`src/core/adc_mode_defs.vh`:
```
`ifndef ADC_MODE_DEFS_VH
`define ADC_MODE_DEFS_VH
// ==========================================================
// clocking
`define SYS_CLK_HZ 50000000
`define INT_OSC_HZ 64000
// half period of the internal oscillator in system cycles
`define OSC_HALF_CYC (`SYS_CLK_HZ / (2 * `INT_OSC_HZ))
// ==========================================================
// operating_configuration fields
`define MODE_SEL_HI 15
`define MODE_SEL_LO 13
`define CLK_SEL_HI 7
`define CLK_SEL_LO 6
`define RSVD_BIT 5
`define CHOP_DIS_BIT 4
`define RATE_HI 3
`define RATE_LO 0
`define CFG_RESET 16'h0001
// ==========================================================
// field codes
`define OPMODE_CONT 3'h0
`define CLKSRC_INT 2'h0
`define CLKSRC_INT_OUT 2'h1
`define CLKSRC_EXT 2'h2
`define CLKSRC_EXT_DIV2 2'h3
// ==========================================================
// serial command byte
`define CMD_WEN_BIT 7
`define CMD_RD_BIT 6
`define CMD_ADDR_HI 5
`define CMD_ADDR_LO 3
`define CMD_CREAD_BIT 2
`define REG_STATUS 3'h0
`define REG_CFG 3'h1
`define REG_DATA 3'h3
`define CMD_CREAD_EXIT 8'h58
// ==========================================================
// converter output period in converter clocks per rate code step
`define OUT_UNIT 16'h0040
`endif

```
`src/core/conv_seq.v`:
```
`timescale 1ns/100ps
`default_nettype none
`include "adc_mode_defs.vh"

module conv_seq (
   input wire clk, // system clock
   input wire nrst, // async reset, active low
   input wire conv_en, // one pulse per converter clock
   input wire run, // continuous conversion selected
   input wire restart, // configuration rewritten
   input wire chop_dis, // chopping off
   input wire [3:0] rate, // update rate select
   output reg done_q // one-cycle pulse per result
);

   // ==========================================================
   // output period length
   // code zero is taken as sixteen units so no rate has length zero
   function [15:0] out_period;
      input [3:0] r;
      begin
         if (r == 4'h0)
            out_period = `OUT_UNIT << 4;
         else
            out_period = {12'h000, r} * `OUT_UNIT;
      end
   endfunction

   reg [15:0] cnt_q; // converter clocks into this output period
   reg first_q; // first result after start still pending
   wire [15:0] period = out_period(rate);
   // first result settles over two periods with chop, one without
   wire [15:0] target = (first_q && !chop_dis) ? (period << 1) : period;

   // ==========================================================
   // period counter
   always @(posedge clk or negedge nrst) begin
      if (!nrst) begin
         cnt_q <= 16'h0000;
         first_q <= 1'b1;
         done_q <= 1'b0;
      end else if (!run || restart) begin
         // leaving or re-entering the mode restarts settling
         cnt_q <= 16'h0000;
         first_q <= 1'b1;
         done_q <= 1'b0;
      end else if (conv_en) begin
         if (cnt_q == target - 16'h0001) begin
            cnt_q <= 16'h0000;
            first_q <= 1'b0; // later results come once per period
            done_q <= 1'b1;
         end else begin
            cnt_q <= cnt_q + 16'h0001;
            done_q <= 1'b0;
         end
      end else begin
         done_q <= 1'b0;
      end
   end

endmodule // conv_seq
`default_nettype wire

```
`src/core/adc_mode_ctrl.v`:
```
// Summary of operation
// - clock select bits 7:6, 00 internal, no pin
// - code 01 internal clock, also driven out
// - code 10 external pin clock used directly
// - code 11 external pin clock halved
// - chop disable bit 4 resets to zero
// - bits 3:0 choose output data rate
// - mode select in bits 15:13
// - mode 000 continuous, default after reset
// - continuous conversions store result, ready low
// - continuous read shifts results without command
// - read command returns latest result
// - first result two periods chopped, else one
// - later results once per output period
`timescale 1ns/100ps
`default_nettype none
`include "adc_mode_defs.vh"

module adc_mode_ctrl (
   input wire clk, // system clock, 50 MHz
   input wire nrst, // async reset, active low
   input wire sclk, // serial clock pin, idles high
   input wire din, // serial data in pin
   input wire cs_n, // chip select pin, active low
   output reg dout_q, // serial data out
   output reg dout_oe_q, // data out driven while selected
   output reg rdy_n_q, // result ready, active low
   input wire clk_pin_in, // clock pin, input side
   output reg clk_pin_out_q, // clock pin, output side
   output reg clk_pin_oe_q, // clock pin drive enable
   input wire [23:0] conv_sample, // filter output word
   output reg conv_clk_en_q, // converter clock pulse to modulator
   output reg [15:0] cfg_q // operating_configuration register
);

   // ==========================================================
   // pin synchronisers: three stages, accept once stages 2 and 3 agree
   localparam NPIN = 4; // sclk, din, cs_n, clk pin
   reg [NPIN-1:0] sync1_q; // first stage, read only by sync2
   reg [NPIN-1:0] sync2_q; // second stage
   reg [NPIN-1:0] sync3_q; // third stage
   reg [NPIN-1:0] filt_q; // accepted level
   reg [NPIN-1:0] filt_p_q; // accepted level one cycle ago

   always @(posedge clk or negedge nrst) begin
      if (!nrst) begin
         sync1_q <= 4'hF;
         sync2_q <= 4'hF;
         sync3_q <= 4'hF;
         filt_q <= 4'hF;
         filt_p_q <= 4'hF;
      end else begin
         sync1_q <= {clk_pin_in, cs_n, din, sclk};
         sync2_q <= sync1_q;
         sync3_q <= sync2_q;
         // a disagreement holds the old level, filtering single-cycle glitches
         filt_q <= (sync2_q & sync3_q) | ((sync2_q ^ sync3_q) & filt_q);
         filt_p_q <= filt_q;
      end
   end

   wire sclk_rise = filt_q[0] & ~filt_p_q[0]; // host samples dout, we sample din
   wire sclk_fall = ~filt_q[0] & filt_p_q[0]; // we advance dout
   wire din_f = filt_q[1]; // filtered data in
   wire cs_off = filt_q[2]; // chip deselected
   wire ext_rise = filt_q[3] & ~filt_p_q[3]; // external clock edge

   // ==========================================================
   // converter clock source
   wire [1:0] clk_sel = cfg_q[`CLK_SEL_HI:`CLK_SEL_LO];
   reg [9:0] osc_cnt_q; // internal oscillator divider
   reg osc_q; // internal 64 kHz square wave
   reg ext_half_q; // divide-by-two phase for external clock
   reg conv_en_d; // converter clock pulse, next value
   localparam [31:0] OSC_HALF_W = `OSC_HALF_CYC; // half period, rounded down
   localparam [9:0] OSC_HALF = OSC_HALF_W[9:0]; // count fits ten bits, cut on purpose

   always @(posedge clk or negedge nrst) begin
      if (!nrst) begin
         osc_cnt_q <= 10'h000;
         osc_q <= 1'b0;
         ext_half_q <= 1'b0;
      end else begin
         if (osc_cnt_q == OSC_HALF - 10'h001) begin
            osc_cnt_q <= 10'h000;
            osc_q <= ~osc_q;
         end else begin
            osc_cnt_q <= osc_cnt_q + 10'h001;
         end
         if (ext_rise)
            ext_half_q <= ~ext_half_q;
      end
   end

   // pick one pulse per converter clock period
   always @* begin
      case (clk_sel)
         `CLKSRC_INT, `CLKSRC_INT_OUT: begin
            conv_en_d = (osc_cnt_q == OSC_HALF - 10'h001) & ~osc_q;
         end
         `CLKSRC_EXT: begin
            conv_en_d = ext_rise;
         end
         default: begin
            conv_en_d = ext_rise & ext_half_q; // every second edge
         end
      endcase
   end

   // clock pin drive and registered converter pulse
   always @(posedge clk or negedge nrst) begin
      if (!nrst) begin
         conv_clk_en_q <= 1'b0;
         clk_pin_out_q <= 1'b0;
         clk_pin_oe_q <= 1'b0;
      end else begin
         conv_clk_en_q <= conv_en_d;
         clk_pin_out_q <= osc_q;
         // only code 01 puts the oscillator on the pin
         clk_pin_oe_q <= (clk_sel == `CLKSRC_INT_OUT);
      end
   end

   // ==========================================================
   // conversion sequencing
   reg cfg_wr_q; // pulse after a configuration write
   wire conv_done; // one pulse per finished result
   wire run = (cfg_q[`MODE_SEL_HI:`MODE_SEL_LO] == `OPMODE_CONT);

   conv_seq u_seq (
      .clk(clk),
      .nrst(nrst),
      .conv_en(conv_clk_en_q),
      .run(run),
      .restart(cfg_wr_q),
      .chop_dis(cfg_q[`CHOP_DIS_BIT]),
      .rate(cfg_q[`RATE_HI:`RATE_LO]),
      .done_q(conv_done)
   );

   reg [23:0] data_q; // latest conversion result
   reg rd_done_q; // pulse when a data read finished

   // result store and ready flag; a new result wins over a read clear
   always @(posedge clk or negedge nrst) begin
      if (!nrst) begin
         data_q <= 24'h000000;
         rdy_n_q <= 1'b1;
      end else if (conv_done) begin
         data_q <= conv_sample;
         rdy_n_q <= 1'b0;
      end else if (rd_done_q || !run) begin
         rdy_n_q <= 1'b1;
      end
   end

   // ==========================================================
   // serial port
   localparam [2:0] S_CMD = 3'b001; // collect command byte
   localparam [2:0] S_WR = 3'b010; // collect register write
   localparam [2:0] S_RD = 3'b100; // shift register read
   reg [2:0] state_q; // serial state
   reg [4:0] bit_cnt_q; // bits done in this phase
   reg [4:0] len_q; // bits in this phase
   reg [7:0] cmd_sr_q; // incoming bits
   reg [15:0] wr_sr_q; // write data being collected
   reg [23:0] shift_q; // outgoing bits, msb first
   reg [2:0] addr_q; // addressed register
   reg rd_data_q; // current read is of the data register
   reg cread_q; // continuous read active
   wire [7:0] cmd_b = {cmd_sr_q[6:0], din_f}; // byte completing now

   always @(posedge clk or negedge nrst) begin
      if (!nrst) begin
         state_q <= S_CMD;
         bit_cnt_q <= 5'h00;
         len_q <= 5'h08;
         cmd_sr_q <= 8'h00;
         wr_sr_q <= 16'h0000;
         shift_q <= 24'h000000;
         addr_q <= 3'h0;
         rd_data_q <= 1'b0;
         cread_q <= 1'b0;
         cfg_q <= `CFG_RESET; // mode 000, chop on, internal clock
         cfg_wr_q <= 1'b0;
         rd_done_q <= 1'b0;
         dout_q <= 1'b1;
         dout_oe_q <= 1'b0;
      end else begin
         cfg_wr_q <= 1'b0;
         rd_done_q <= 1'b0;
         dout_oe_q <= ~cs_off;
         if (cs_off) begin
            // deselect aborts a frame; continuous read stays armed
            state_q <= S_CMD;
            bit_cnt_q <= 5'h00;
         end else begin
            case (state_q)
               S_CMD: begin
                  // the cycle after a stream ends still shows ready; skipping it keeps
                  // one result from going out twice while the host stays selected
                  if (cread_q && !rdy_n_q && !rd_done_q && bit_cnt_q == 5'h00 &&
                      !sclk_rise) begin
                     // new result goes out with no command
                     shift_q <= data_q;
                     len_q <= 5'h18;
                     rd_data_q <= 1'b1;
                     state_q <= S_RD;
                  end else if (sclk_rise) begin
                     cmd_sr_q <= cmd_b;
                     if (bit_cnt_q == 5'h07) begin
                        bit_cnt_q <= 5'h00;
                        addr_q <= cmd_b[`CMD_ADDR_HI:`CMD_ADDR_LO];
                        if (cmd_b[`CMD_WEN_BIT]) begin
                           state_q <= S_CMD; // not a command, ignored
                        end else if (cmd_b[`CMD_RD_BIT]) begin
                           state_q <= S_RD;
                           rd_data_q <= 1'b0;
                           case (cmd_b[`CMD_ADDR_HI:`CMD_ADDR_LO])
                              `REG_DATA: begin
                                 shift_q <= data_q;
                                 len_q <= 5'h18;
                                 rd_data_q <= 1'b1;
                                 cread_q <= cmd_b[`CMD_CREAD_BIT];
                              end
                              `REG_CFG: begin
                                 shift_q <= {cfg_q, 8'h00};
                                 len_q <= 5'h10;
                              end
                              `REG_STATUS: begin
                                 shift_q <= {rdy_n_q, 23'h000000};
                                 len_q <= 5'h08;
                              end
                              default: begin
                                 shift_q <= 24'h000000; // unmapped reads zero
                                 len_q <= 5'h08;
                              end
                           endcase
                        end else begin
                           state_q <= S_WR;
                           len_q <= (cmd_b[`CMD_ADDR_HI:`CMD_ADDR_LO] == `REG_CFG) ?
                                    5'h10 : 5'h08;
                        end
                     end else begin
                        bit_cnt_q <= bit_cnt_q + 5'h01;
                     end
                  end
               end
               S_WR: begin
                  if (sclk_rise) begin
                     wr_sr_q <= {wr_sr_q[14:0], din_f};
                     if (bit_cnt_q == len_q - 5'h01) begin
                        bit_cnt_q <= 5'h00;
                        state_q <= S_CMD;
                        if (addr_q == `REG_CFG) begin
                           // all fields stored as written; bit 5 is the host's care
                           cfg_q <= {wr_sr_q[14:0], din_f};
                           cfg_wr_q <= 1'b1;
                        end
                     end else begin
                        bit_cnt_q <= bit_cnt_q + 5'h01;
                     end
                  end
               end
               S_RD: begin
                  if (sclk_fall) begin
                     dout_q <= shift_q[23];
                     shift_q <= {shift_q[22:0], 1'b0};
                  end
                  if (sclk_rise) begin
                     // din is watched for the exit command while reading
                     cmd_sr_q <= cmd_b;
                     if (bit_cnt_q == 5'h07 && cread_q && cmd_b == `CMD_CREAD_EXIT)
                        cread_q <= 1'b0;
                     if (bit_cnt_q == len_q - 5'h01) begin
                        bit_cnt_q <= 5'h00;
                        state_q <= S_CMD;
                        rd_done_q <= rd_data_q;
                     end else begin
                        bit_cnt_q <= bit_cnt_q + 5'h01;
                     end
                  end
               end
               default: begin
                  state_q <= S_CMD;
                  bit_cnt_q <= 5'h00;
               end
            endcase
         end
      end
   end

endmodule // adc_mode_ctrl
`default_nettype wire

```
`config.mk`:
```
export PLATFORM = sky130hd
export DESIGN_NAME = adc_mode_ctrl
export DESIGN_NICKNAME = d
export VERILOG_FILES = /design/src/core/conv_seq.v /design/src/core/adc_mode_ctrl.v
export VERILOG_INCLUDE_DIRS = /design/src /design/src/core
export SDC_FILE = /design/constraint.sdc
export NUM_CORES = 1
export LEC_CHECK = 0
export BUFFER_PORTS_ARGS = -buffer_cell sky130_fd_sc_hd__buf_4
export CORE_MARGIN = 1
export CORE_UTILIZATION = 45
export DETAILED_ROUTE_END_ITERATION = 16
export PLACE_DENSITY = 0.69
export SLEW_MARGIN = 5
export SYNTH_ARGS = -nofsm -noshare
export SYNTH_HDL_FRONTEND = slang
export SYNTH_SLANG_ARGS = --single-unit
```
`constraint.sdc`:
```
create_clock -name clk -period 5.51 [get_ports clk]
set_clock_uncertainty 0.1 [all_clocks]
set_input_delay 0.551 -clock clk [delete_from_list [all_inputs] [get_ports clk]]
set_output_delay 0.551 -clock clk [all_outputs]
set_load 0.02 [all_outputs]
```
After elaboration in Yosys (flattened, before gate mapping):

Cells that the tools add are included.

* register bits after elaboration: 163
* bits of input ports: 30
* output and inout bits: 22
* logic and storage cells: 197

* add/subtract/negate cells: 5
* eq/ne operators: 33
* mux-type cells: 73
* bitwise operators: 16
* reductions and logical operators: 40

Operator list (count)
* $mux 24: 6
* $pmux 24 s3: 1
* $mux 16: 4
* $mux 5: 12
* $pmux 24 s2: 1
* $mux 1: 31
* $mux 3: 8
* $pmux 5 s2: 2
* $ne 3x3->1 const B: 6
* $add 16x1->16 const B: 1
* $eq 16x16->1: 1
* $mux 8: 2
* $ne 2x2->1 const B: 8
* $pmux 8 s2: 1
* $sub 16x1->16 const B: 1
* $reduce_and 5->1: 3
* $reduce_bool 2->1: 7
* $reduce_and 3->1: 4
* $mux 11: 1
* $add 10x1->10 const B: 1
* $eq 10x9->1 const B: 1
* $mux 10: 1
* $reduce_and 10->1: 1
* $eq 3x1->1 const B: 3
* 31 further kinds: 60

Logic depth before layout (Yosys ltp):

Gate-level depths: netlist of the first run.

* depth after elaboration: 8
* mapped depth: 12
* depth with buffers taken out: 10

By module:

Synthesis of the first run repeated with hierarchy kept, for this count alone.

* cell total of the unflattened synthesis: 611
* area total of the unflattened synthesis: 7153.1 um^2

Modules (own cells, without submodules)
* adc_mode_ctrl: instances 1, cells each 485, area an instance 5973.2 um^2, sequential area each 3507.1 um^2
* conv_seq: instances 1, cells each 126, area an instance 1179.9 um^2, sequential area each 451.7 um^2

Worst setup path after synthesis of the first run:

No wires, ideal clock.

* path kind: reg-to-reg
* start point: register cfg_q[0]
* end point: register u_seq.cnt_q[1]
* library setup time: 0.122 ns
* arrival: 2.581 ns
* required time: 5.288 ns
* slack: 2.707 ns
* stages on the path, launching flop included: 10
* path buffers: 1
* period minus slack after synthesis: 2.803 ns
* path through: dfstp_2 clkbuf_1 a21oi_1 ha_1 nor3b_1 a31oi_1 o2111ai_1 xor2_1 or4b_1 a32o_1

* longest elaborated chain between the ends: 8

RTL lines
* from (decl): line adc_mode_ctrl.v:33 `output reg [15:0] cfg_q`
* from (signal assigned): line adc_mode_ctrl.v:184 `` cfg_q <= `CFG_RESET; ``
* from (signal assigned): line adc_mode_ctrl.v:257 `cfg_q <= {wr_sr_q[14:0], din_f};`
* $logic_not 4->1: line conv_seq.v:22 `if (r == 4'h0)`
* $mux 11 *: line conv_seq.v:22
* $mux 16 *: line conv_seq.v:33 `wire [15:0] target = (first_q && !chop_dis) ? (period << 1) : period;`
* $sub 16x1->16 *: line conv_seq.v:48 `if (cnt_q == target - 16'h0001) begin`
* $eq 16x16->1 *: line conv_seq.v:48
* $mux 16 *: line conv_seq.v:48
* $mux 16 *: line conv_seq.v:47 `end else if (conv_en) begin`
* $mux 16 *: line conv_seq.v:42 `end else if (!run || restart) begin`
* to (signal assigned): line conv_seq.v:53 `cnt_q <= cnt_q + 16'h0001;`
* to (decl): line conv_seq.v:29 `reg [15:0] cnt_q;`

Every way passes the cells marked *; elsewhere a longest branch is shown, timed or not. The select of a mux whose other input is x is not followed.
A chain may end at the register's enable or synchronous reset.

Worst setup path after layout of the first run:

* start point: register u_seq.first_q
* end point: register u_seq.cnt_q[9]

* longest elaborated chain between the ends: 7

RTL lines
* from (decl): line conv_seq.v:30 `reg first_q;`
* from (signal assigned): line conv_seq.v:40 `first_q <= 1'b1;`
* from (signal assigned): line conv_seq.v:45 `first_q <= 1'b1;`
* from (signal assigned): line conv_seq.v:50 `first_q <= 1'b0;`
* $logic_and 1x1->1: line conv_seq.v:33
* $mux 16: line conv_seq.v:33
* $sub 16x1->16: line conv_seq.v:48
* $eq 16x16->1: line conv_seq.v:48
* $mux 16: line conv_seq.v:48
* $mux 16: line conv_seq.v:47
* $mux 16: line conv_seq.v:42

No other way between the ends. The select of a mux whose other input is x is not followed.

==> results of run 1 <==
## path summary, 6_finish.rpt
check	endpoint	slack, ps	cells past startpoint
hold / removal	sync1_q[3]$_DFF_PN1_	130	1
min in group asynchronous	u_seq.cnt_q[0]$_DFFE_PN0P_	190	1
setup / recovery	u_seq.cnt_q[9]$_DFFE_PN0P_	2070	10
max in group asynchronous	wr_sr_q[2]$_DFFE_PN0P_	3940	2
hold reg to reg	sync2_q[0]$_DFF_PN1_	250	0
setup reg to reg	u_seq.cnt_q[9]$_DFFE_PN0P_	2070	10
## per-layer routing
layer,track usage [%],part of all wire [%]
met5,0,0
met1,27.03,46
met2,29.89,48
met3,4.883,4.6
met4,7.266,1.7
## cells by family (layout without fill, tap and decap cells)
group | after synthesis | after routing | synth area share, %
muxes | 70 | 70 | 11.00
adders and majority gates | 10 | 10 | 1.757
buffers and inverters | 42 | 99 | 2.495
DFF | 157 | 157 | 55.59
and+or+nand+nor | 192 | 192 | 13.60
xor gates and xnor gates | 18 | 18 | 2.214
AOI/OAI and AO/OA | 149 | 149 | 13.35
## synthesized netlist by cell type, types with 3 or more instances
cell / number / area, µm²
nand3_1: 26 / 130.1
a2bb2oi_1: 15 / 131.4
xor2_1: 10 / 87.58
o2111ai_1: 3 / 26.28
and2_1: 3 / 18.77
nand4_1: 6 / 37.54
dfrtp_1: 133 / 3328
a22o_1: 3 / 26.28
nor3b_1: 4 / 30.03
nor2b_1: 5 / 31.28
xnor2_1: 8 / 70.07
mux2i_1: 4 / 40.04
o21ai_0: 34 / 170.2
nor2_1: 52 / 195.2
nand2b_1: 7 / 43.79
a21o_1: 6 / 45.04
a21oi_1: 45 / 225.2
o21ai_1: 3 / 15.01
o211ai_1: 7 / 52.55
and4_1: 4 / 35.03
nor4_1: 5 / 31.28
mux2_2: 66 / 743.2
and3_1: 9 / 56.30
a31oi_1: 12 / 75.07
nor3_1: 9 / 45.04
nand2_1: 45 / 168.9
a32o_1: 3 / 30.03
or3_1: 6 / 37.54
clkbuf_1: 22 / 82.58
dfstp_2: 24 / 630.6
ha_1: 10 / 125.1
nand3b_1: 3 / 22.52
inv_1: 14 / 52.55
a211oi_1: 3 / 22.52
## power groups by stage
| stage | clock network [mW] | registers, mW | logic [mW] |
|---|---|---|---|
| after floorplan | 0 | 1.25 | 0.106 |
| after global placement | 0 | 1.26 | 0.169 |
| after detailed placement | 0 | 1.26 | 0.175 |
| after CTS | 1.27 | 1.24 | 0.176 |
| after global routing | 1.32 | 1.25 | 0.196 |
| final | 1.25 | 1.24 | 0.173 |
## layout by cell type (no fill, tap or decap), types with 6 or more instances in the layout
master / count
dfrtp_1: 133
mux2_2: 66
nor2_1: 52
buf_4: 52
a21oi_1: 45
nand2_1: 45
o21ai_0: 34
nand3_1: 26
dfstp_2: 24
clkbuf_16: 17
a2bb2oi_1: 15
inv_1: 14
a31oi_1: 12
xor2_1: 10
ha_1: 10
and3_1: 9
xnor2_1: 8
nor3_1: 8
nand2b_1: 7
o211ai_1: 7
a21o_1: 6
nand4_1: 6
or3_1: 6
## through the flow
stage	setup WS, ps	hold slack, ps	cells	power (mW)
floorplan	2707	155.4	638	1.356
global placement	2340	246.3	874	1.431
detailed placement	2077	247.3	874	1.439
CTS	2091	116.0	906	2.693
global route	1769	115.2	906	2.768
finish	2068	133.8	906	2.671
## area by class of cell
cell class | instances | area share, %
Sequential cell | 157 | 47.56
Clock inverter | 14 | 2.300
Timing Repair Buffer | 53 | 4.825
Inverter | 14 | 0.6313
Clock buffer | 18 | 5.276
Multi-Input combinational cell | 439 | 36.24
Tap cell | 211 | 3.172
## worst max-delay path, cell delays in order, from the launching register on
cell and delay [ps]:
dfstp_2 550, nor2b_1 260, nor2_1 70, a21oi_1 130, ha_1 220, nor3b_1 350
o211ai_1 170, o2111ai_1 190, xor2_1 660, o21ai_1 290, o311ai_1 350
## sequential cells by signal (all words and copies together) (netlist names), 2 cells and up
signal and flops:
osc_cnt_q 10, filt_q 4, len_q 2, wr_sr_q 15, sync1_q 4, addr_q 3, filt_p_q 2, sync2_q 4
u_seq.cnt_q 16, data_q 24, state_q 3, sync3_q 4, cfg_q 16, cmd_sr_q 7, bit_cnt_q 5, shift_q 24
==> reports/qor.csv, run 1 <==
metric;value;unit
clk-insertion-delay-late;420;ps
htree_num_levels;4;
synth.lib_cells_used.distinct;57;
sequential_to_total_area_share_from_yosys_stat;55.59;%
fin_crit;3442;ps
worst_setup_path_start_kind;register;
design.final.nets;722;
async_reset_ff_share;100.0;%
cts_made_buffers;17;
sw_frac_of_total;23.64;%
grt_pass1_vias;5024;
static-leakage-power;3.808;nW
detailed_place.area;0.007694;mm²
global_route.usage.total;19.57;%
synth-edff-count;0;
sequential_area;0.003959;mm²
first_iter_violations;376;
synthToLayoutAreaGrowth;16.88;%
dominantRegCellSynth;dfrtp_1;
utilization;54.35;%
clk_root_buffer_cell;clkbuf_16;
die_h;127.8;µm
largest_net_degree_at_the_start_of_global_routing;112;
comb_power_share;6.5;%
start_util;46.50;%
power.sequential.fraction;46.6;%
power.internal;2.039;mW
setup_violations;0;
status;completed;
r2r-start;u_seq.first_q$_DFFE_PN1P_;
min_from;clk_pin_in;
syn-instance-count;638;
critical_path.max_fanout;12;
floorplan.core_area;0.01531;mm²
multi_input_comb_area;0.003017;mm²
postSynthRegisterBits;157;
ys.warnings.count;0;
worst_ep_arrival_time;3660;ps
layout_worst_path_cycle_share;62.47;%
route.vias.total;5151;
dp_hpwl;9883;µm
postRouteWirelength;15060;µm
tritoncts;built;
globalplace.congestion;0.8527;
timing.slew.headroom;22.07;%
max_clock_freq;0.2905;GHz
worst_ir_drop_on_vdd;288.0;µV
maxSlewViolCount;0;
buffers_added_on_ports;51;
layout.filler_cells;1316;
critPathLaunch;u_seq.first_q$_DFFE_PN1P_;
dieWidth;127.8;µm
post_cts_buffers;0;
rsz0062_at_grt;no;
avg_cell_area_syn;11.16;µm²
route.detailed.drc;0;
cts-hold-fix-buffers;0;
net-switching-power;631.5;µW
clk_path_buf_depth;2;
clkPwrFrac;47.0;%
cts_num_sinks;157;
antenna_found_initial;0;
clk_pin_slew_worst_paths;60;ps
drive_gt1_share;26.19;%
hold_path.class;in -> reg;
grt_first_pass_wirelength;25010;µm
final_area;0.008324;mm²
diodes;0;
std_cell_rows;45;
route.detailed.vias_per_inst;5.685;
critPathRequiredTime;5730;ps
setup_total_negative_slack;0;ps
synthesized_net_count;678;
final_hold_viol_count;0;
worstMarginPinSlew;1169;ps
detail-route-antenna-nets;0;
path_class;reg -> reg;
power_per_cell_area;320.9;mW/mm²
die_area;0.01633;mm²
design.portCount;52;
cts_resized;0;
capturing_element_type_of_the_critical_path;register;
number_of_iterations_in_the_first_detailed_routing_pass;4;
overflow;0;
drv_cap;0;
routedWlPerCell;16.62;µm
syn-cell-area;0.007122;mm²
Note: power is estimated with default switching activity, not from simulation.
==> run 2: changes to the inputs <==
--- a/config.mk
+++ b/config.mk
@@ -6,6 +6,7 @@
 export SDC_FILE = /design/constraint.sdc
 export NUM_CORES = 1
 export LEC_CHECK = 0
+export ABC_AREA = 1
 export BUFFER_PORTS_ARGS = -buffer_cell sky130_fd_sc_hd__buf_4
 export CORE_MARGIN = 1
 export CORE_UTILIZATION = 45
==> constraint.sdc (replaced) <==
create_clock -name clk -period 3.6 [get_ports clk]
set_clock_uncertainty 0.1 [all_clocks]
set_input_delay 0.36 -clock clk [delete_from_list [all_inputs] [get_ports clk]]
set_output_delay 0.36 -clock clk [all_outputs]
set_load 0.02 [all_outputs]
==> run 2 against run 1 <==
Final cell count is 35% higher. Register-to-register slack worse by 1200 ps. Sequential cell count did not move. Non-clock buffer count increased by 12. Power increased by 68%. Sequential share of layout area down 2.8 points. Global-route usage grew 1.1 points. Via count up 19%. Critical path type unchanged. Largest cell class unchanged.
==> reports/qor.csv, run 2 <==
metric;value;unit;change
synth.top_cells.by_area;dfrtp_1, nand2_1, dfstp_2;;was dfrtp_1, mux2_2, dfstp_2
drv_cap;0;;unchanged
synthToLayoutAreaGrowth;17.10;%;was 16.88%
synth.lib_cells_used.distinct;40;;was 57
dominantRegCellSynth;dfrtp_1;;unchanged
maxSlewViolCount;0;;unchanged
ys.warnings.count;0;;unchanged
clk_path_buf_depth;2;;unchanged
postRouteWirelength;16710;µm;was 15060 µm
route.vias.total;6146;;was 5151
fin_crit;2765;ps;was 3442 ps
post_cts_buffers;0;;unchanged
buffers_added_on_ports;51;;unchanged
overflow;0;;unchanged
route.detailed.drc;0;;unchanged
cts-hold-fix-buffers;5;;was 0
power_per_cell_area;507.2;mW/mm²;was 320.9 mW/mm²
clk_pin_slew_worst_paths;60;ps;about the same
worst_setup_path_start_kind;register;;unchanged
timing.rr.end;shift_q[22]$_DFFE_PN0P_;;was u_seq.cnt_q[9]$_DFFE_PN0P_
critical_path.max_fanout;20;;was 12
die_h;131.6;µm;was 127.8 µm
setup_total_negative_slack;0;ps;unchanged
synthesized_net_count;982;;was 678
drive_gt1_share;14.00;%;was 26.19%
status;completed;;unchanged
clk_root_buffer_cell;clkbuf_16;;unchanged
first_iter_violations;514;;was 376
antenna_found_initial;0;;unchanged
tritoncts;built;;unchanged
global_route.usage.total;20.63;%;was 19.57%
route.detailed.vias_per_inst;5.009;;was 5.685
grt_first_pass_wirelength;28650;µm;was 25010 µm
std_cell_rows;47;;was 45
utilization;53.76;%;was 54.35%
routedWlPerCell;13.62;µm;was 16.62 µm
timing.slew.headroom;28.75;%;was 22.07%
async_reset_ff_share;100.0;%;unchanged
design.portCount;52;;unchanged
htree_num_levels;4;;unchanged
dieWidth;131.6;µm;was 127.8 µm
layout.filler_cells;1558;;was 1316
capturing_element_type_of_the_critical_path;register;;unchanged
ff2ff_path_depth;12;;was 10
layout_common_cells;nand2_1, dfrtp_1, inv_1, o21ai_0, nor2_1;;was dfrtp_1, mux2_2, nor2_1, buf_4
layout_worst_path_cycle_share;76.79;%;was 62.47%
clk-insertion-delay-late;430;ps;was 420 ps
sequential_to_total_area_share_from_yosys_stat;52.37;%;was 55.59%
min_from;conv_sample[3];;was clk_pin_in
hold-path-cell-count;3;;was 1
postSynthRegisterBits;157;;unchanged
globalplace.congestion;0.9030;;was 0.8527
hold-path-endpoint;data_q[3]$_DFFE_PN0P_;;was sync1_q[3]$_DFF_PN1_
dp_hpwl;11570;µm;was 9883 µm
grt_pass1_vias;5963;;was 5024
start_util;45.91;%;was 46.50%
hold_path.class;in -> reg;;unchanged
worst_ir_drop_on_vdd;367.0;µV;was 288.0 µV
final_hold_viol_count;0;;unchanged
largestRegisters;data_q: 24 flops, shift_q: 24 flops;;unchanged
detail-route-antenna-nets;0;;unchanged
design.final.nets;1034;;was 722
path_class;reg -> reg;;unchanged
avg_cell_area_syn;8.025;µm²;was 11.16 µm²
synth-edff-count;0;;unchanged
synth_largest_type_area_fraction;44.03;%;was 46.73%
cts_made_buffers;17;;unchanged
timing.reg2reg.setup_slack;840;ps;was 2070 ps
worst_ep_arrival_time;3030;ps;was 3660 ps
critPathRequiredTime;3860;ps;was 5730 ps
die_area;0.01732;mm²;was 0.01633 mm²
fin_hold_ws;39.01;ps;was 133.8 ps
syn-cell-area;0.007560;mm²;was 0.007122 mm²
cts_num_sinks;157;;unchanged
static-leakage-power;4.458;nW;was 3.808 nW
synthMostInstantiatedCell;nand2_1;;was dfrtp_1
rsz0062_at_grt;no;;unchanged
number_of_iterations_in_the_first_detailed_routing_pass;5;;was 4
max_clock_freq;0.3617;GHz;was 0.2905 GHz
r2r-start;filt_q[0]$_DFF_PN1_;;was u_seq.first_q$_DFFE_PN1P_
floorplan.core_area;0.01647;mm²;was 0.01531 mm²
post_synth_most_frequent_cells;nand2_1, dfrtp_1, inv_1;;was dfrtp_1, mux2_2, nor2_1
cts_resized;0;;unchanged
final_common_cell;nand2_1;;was dfrtp_1
synth_area_leader_cell;dfrtp_1;;unchanged
worstMarginPinSlew;1069;ps;was 1169 ps
setup_violations;0;;unchanged
largest_net_degree_at_the_start_of_global_routing;96;;was 112
diodes;0;;unchanged
syn-instance-count;942;;was 638
[run 2: layout make-up]
| class | count | area (µm²) | area share, % |
|---|---|---|---|
| clock buffers | 20 | 456.7 | 5.159 |
| clock inverters | 12 | 209.0 | 2.360 |
| inverters | 129 | 484.2 | 5.470 |
| multi-input cells | 624 | 2952 | 33.34 |
| flip-flops and latches | 157 | 3959 | 44.72 |
| well taps | 220 | 275.3 | 3.110 |
| repair buffers | 65 | 516.7 | 5.837 |
[run 2: worst max-delay path, stage by stage (launching register included)]
cell     delay [ps]
dfstp_2         550
inv_2            60
nor2_4          140
inv_2            90
nand3_2          70
buf_4           250
inv_2           220
nor2_1          260
nor2_4           50
o21ai_2         460
buf_4           300
nand2_1          80
nand2_1          60
[run 2: stage by stage]
| stage | cell area [µm²] | worst slack [ps] | power (mW) | instances |
|---|---|---|---|---|
| global route | 8852 | 572.4 | 4.667 | 1227 |
| CTS | 8852 | 829.5 | 4.513 | 1227 |
| global placement | 8137 | 919.6 | 2.485 | 1190 |
| floorplan | 7560 | 1339 | 2.323 | 942 |
| detailed placement | 8137 | 873.9 | 2.492 | 1190 |
| finish | 8852 | 835.4 | 4.490 | 1227 |
[run 2: how the worst max path moves through the flow]
| stage | from | to | slack [ps] | depth (start not counted) |
|---|---|---|---|---|
| 2_1_floorplan | u_seq.first_q$_DFFE_PN1P_ | u_seq.cnt_q[10]$_DFFE_PN0P_ | 1340 | 17 |
| 3_3_place_gp | filt_q[0]$_DFF_PN1_ | shift_q[18]$_DFFE_PN0P_ | 920 | 12 |
| 3_5_place_dp | filt_q[0]$_DFF_PN1_ | shift_q[22]$_DFFE_PN0P_ | 870 | 12 |
| 4_1_cts | filt_q[0]$_DFF_PN1_ | shift_q[22]$_DFFE_PN0P_ | 830 | 12 |
| 5_1_grt | filt_q[0]$_DFF_PN1_ | cfg_q[15]$_DFFE_PN0P_ | 570 | 11 |
| 6_report | filt_q[0]$_DFF_PN1_ | shift_q[22]$_DFFE_PN0P_ | 840 | 12 |
[run 2: kinds of logic (layout without fill, tap and decap cells)]
logic type               count (synthesis)  in the layout  synth area share (%)
AND/OR/NAND/NOR                        438            438                 24.18
flip-flops                             157            157                 52.37
AO/OA/AOI/OAI                          158            158                 11.09
adder cells (fa/ha/maj)                 10             10                 1.655
buffers and inverters                  161            226                 8.590
multiplexers                             1              1                0.1489
XOR/XNOR                                17             17                 1.970
[run 2: routing by layer]
layer / track usage, % / up-vias / wire (µm)
met3: 3.819 / 21 / 644
met5: 0 / - / 0
li1: - / 3091 / -
met2: 32.89 / 119 / 7770
met4: 7.235 / 0 / 244
met1: 28.17 / 2915 / 8047
[run 2: where the power goes]
group	total, mW	switching (mW)	internal, mW
Sequential	1.96	0.0784	1.88
Combinational	0.508	0.342	0.165
Clock	2.02	0.746	1.28
Total	4.49	1.17	3.32
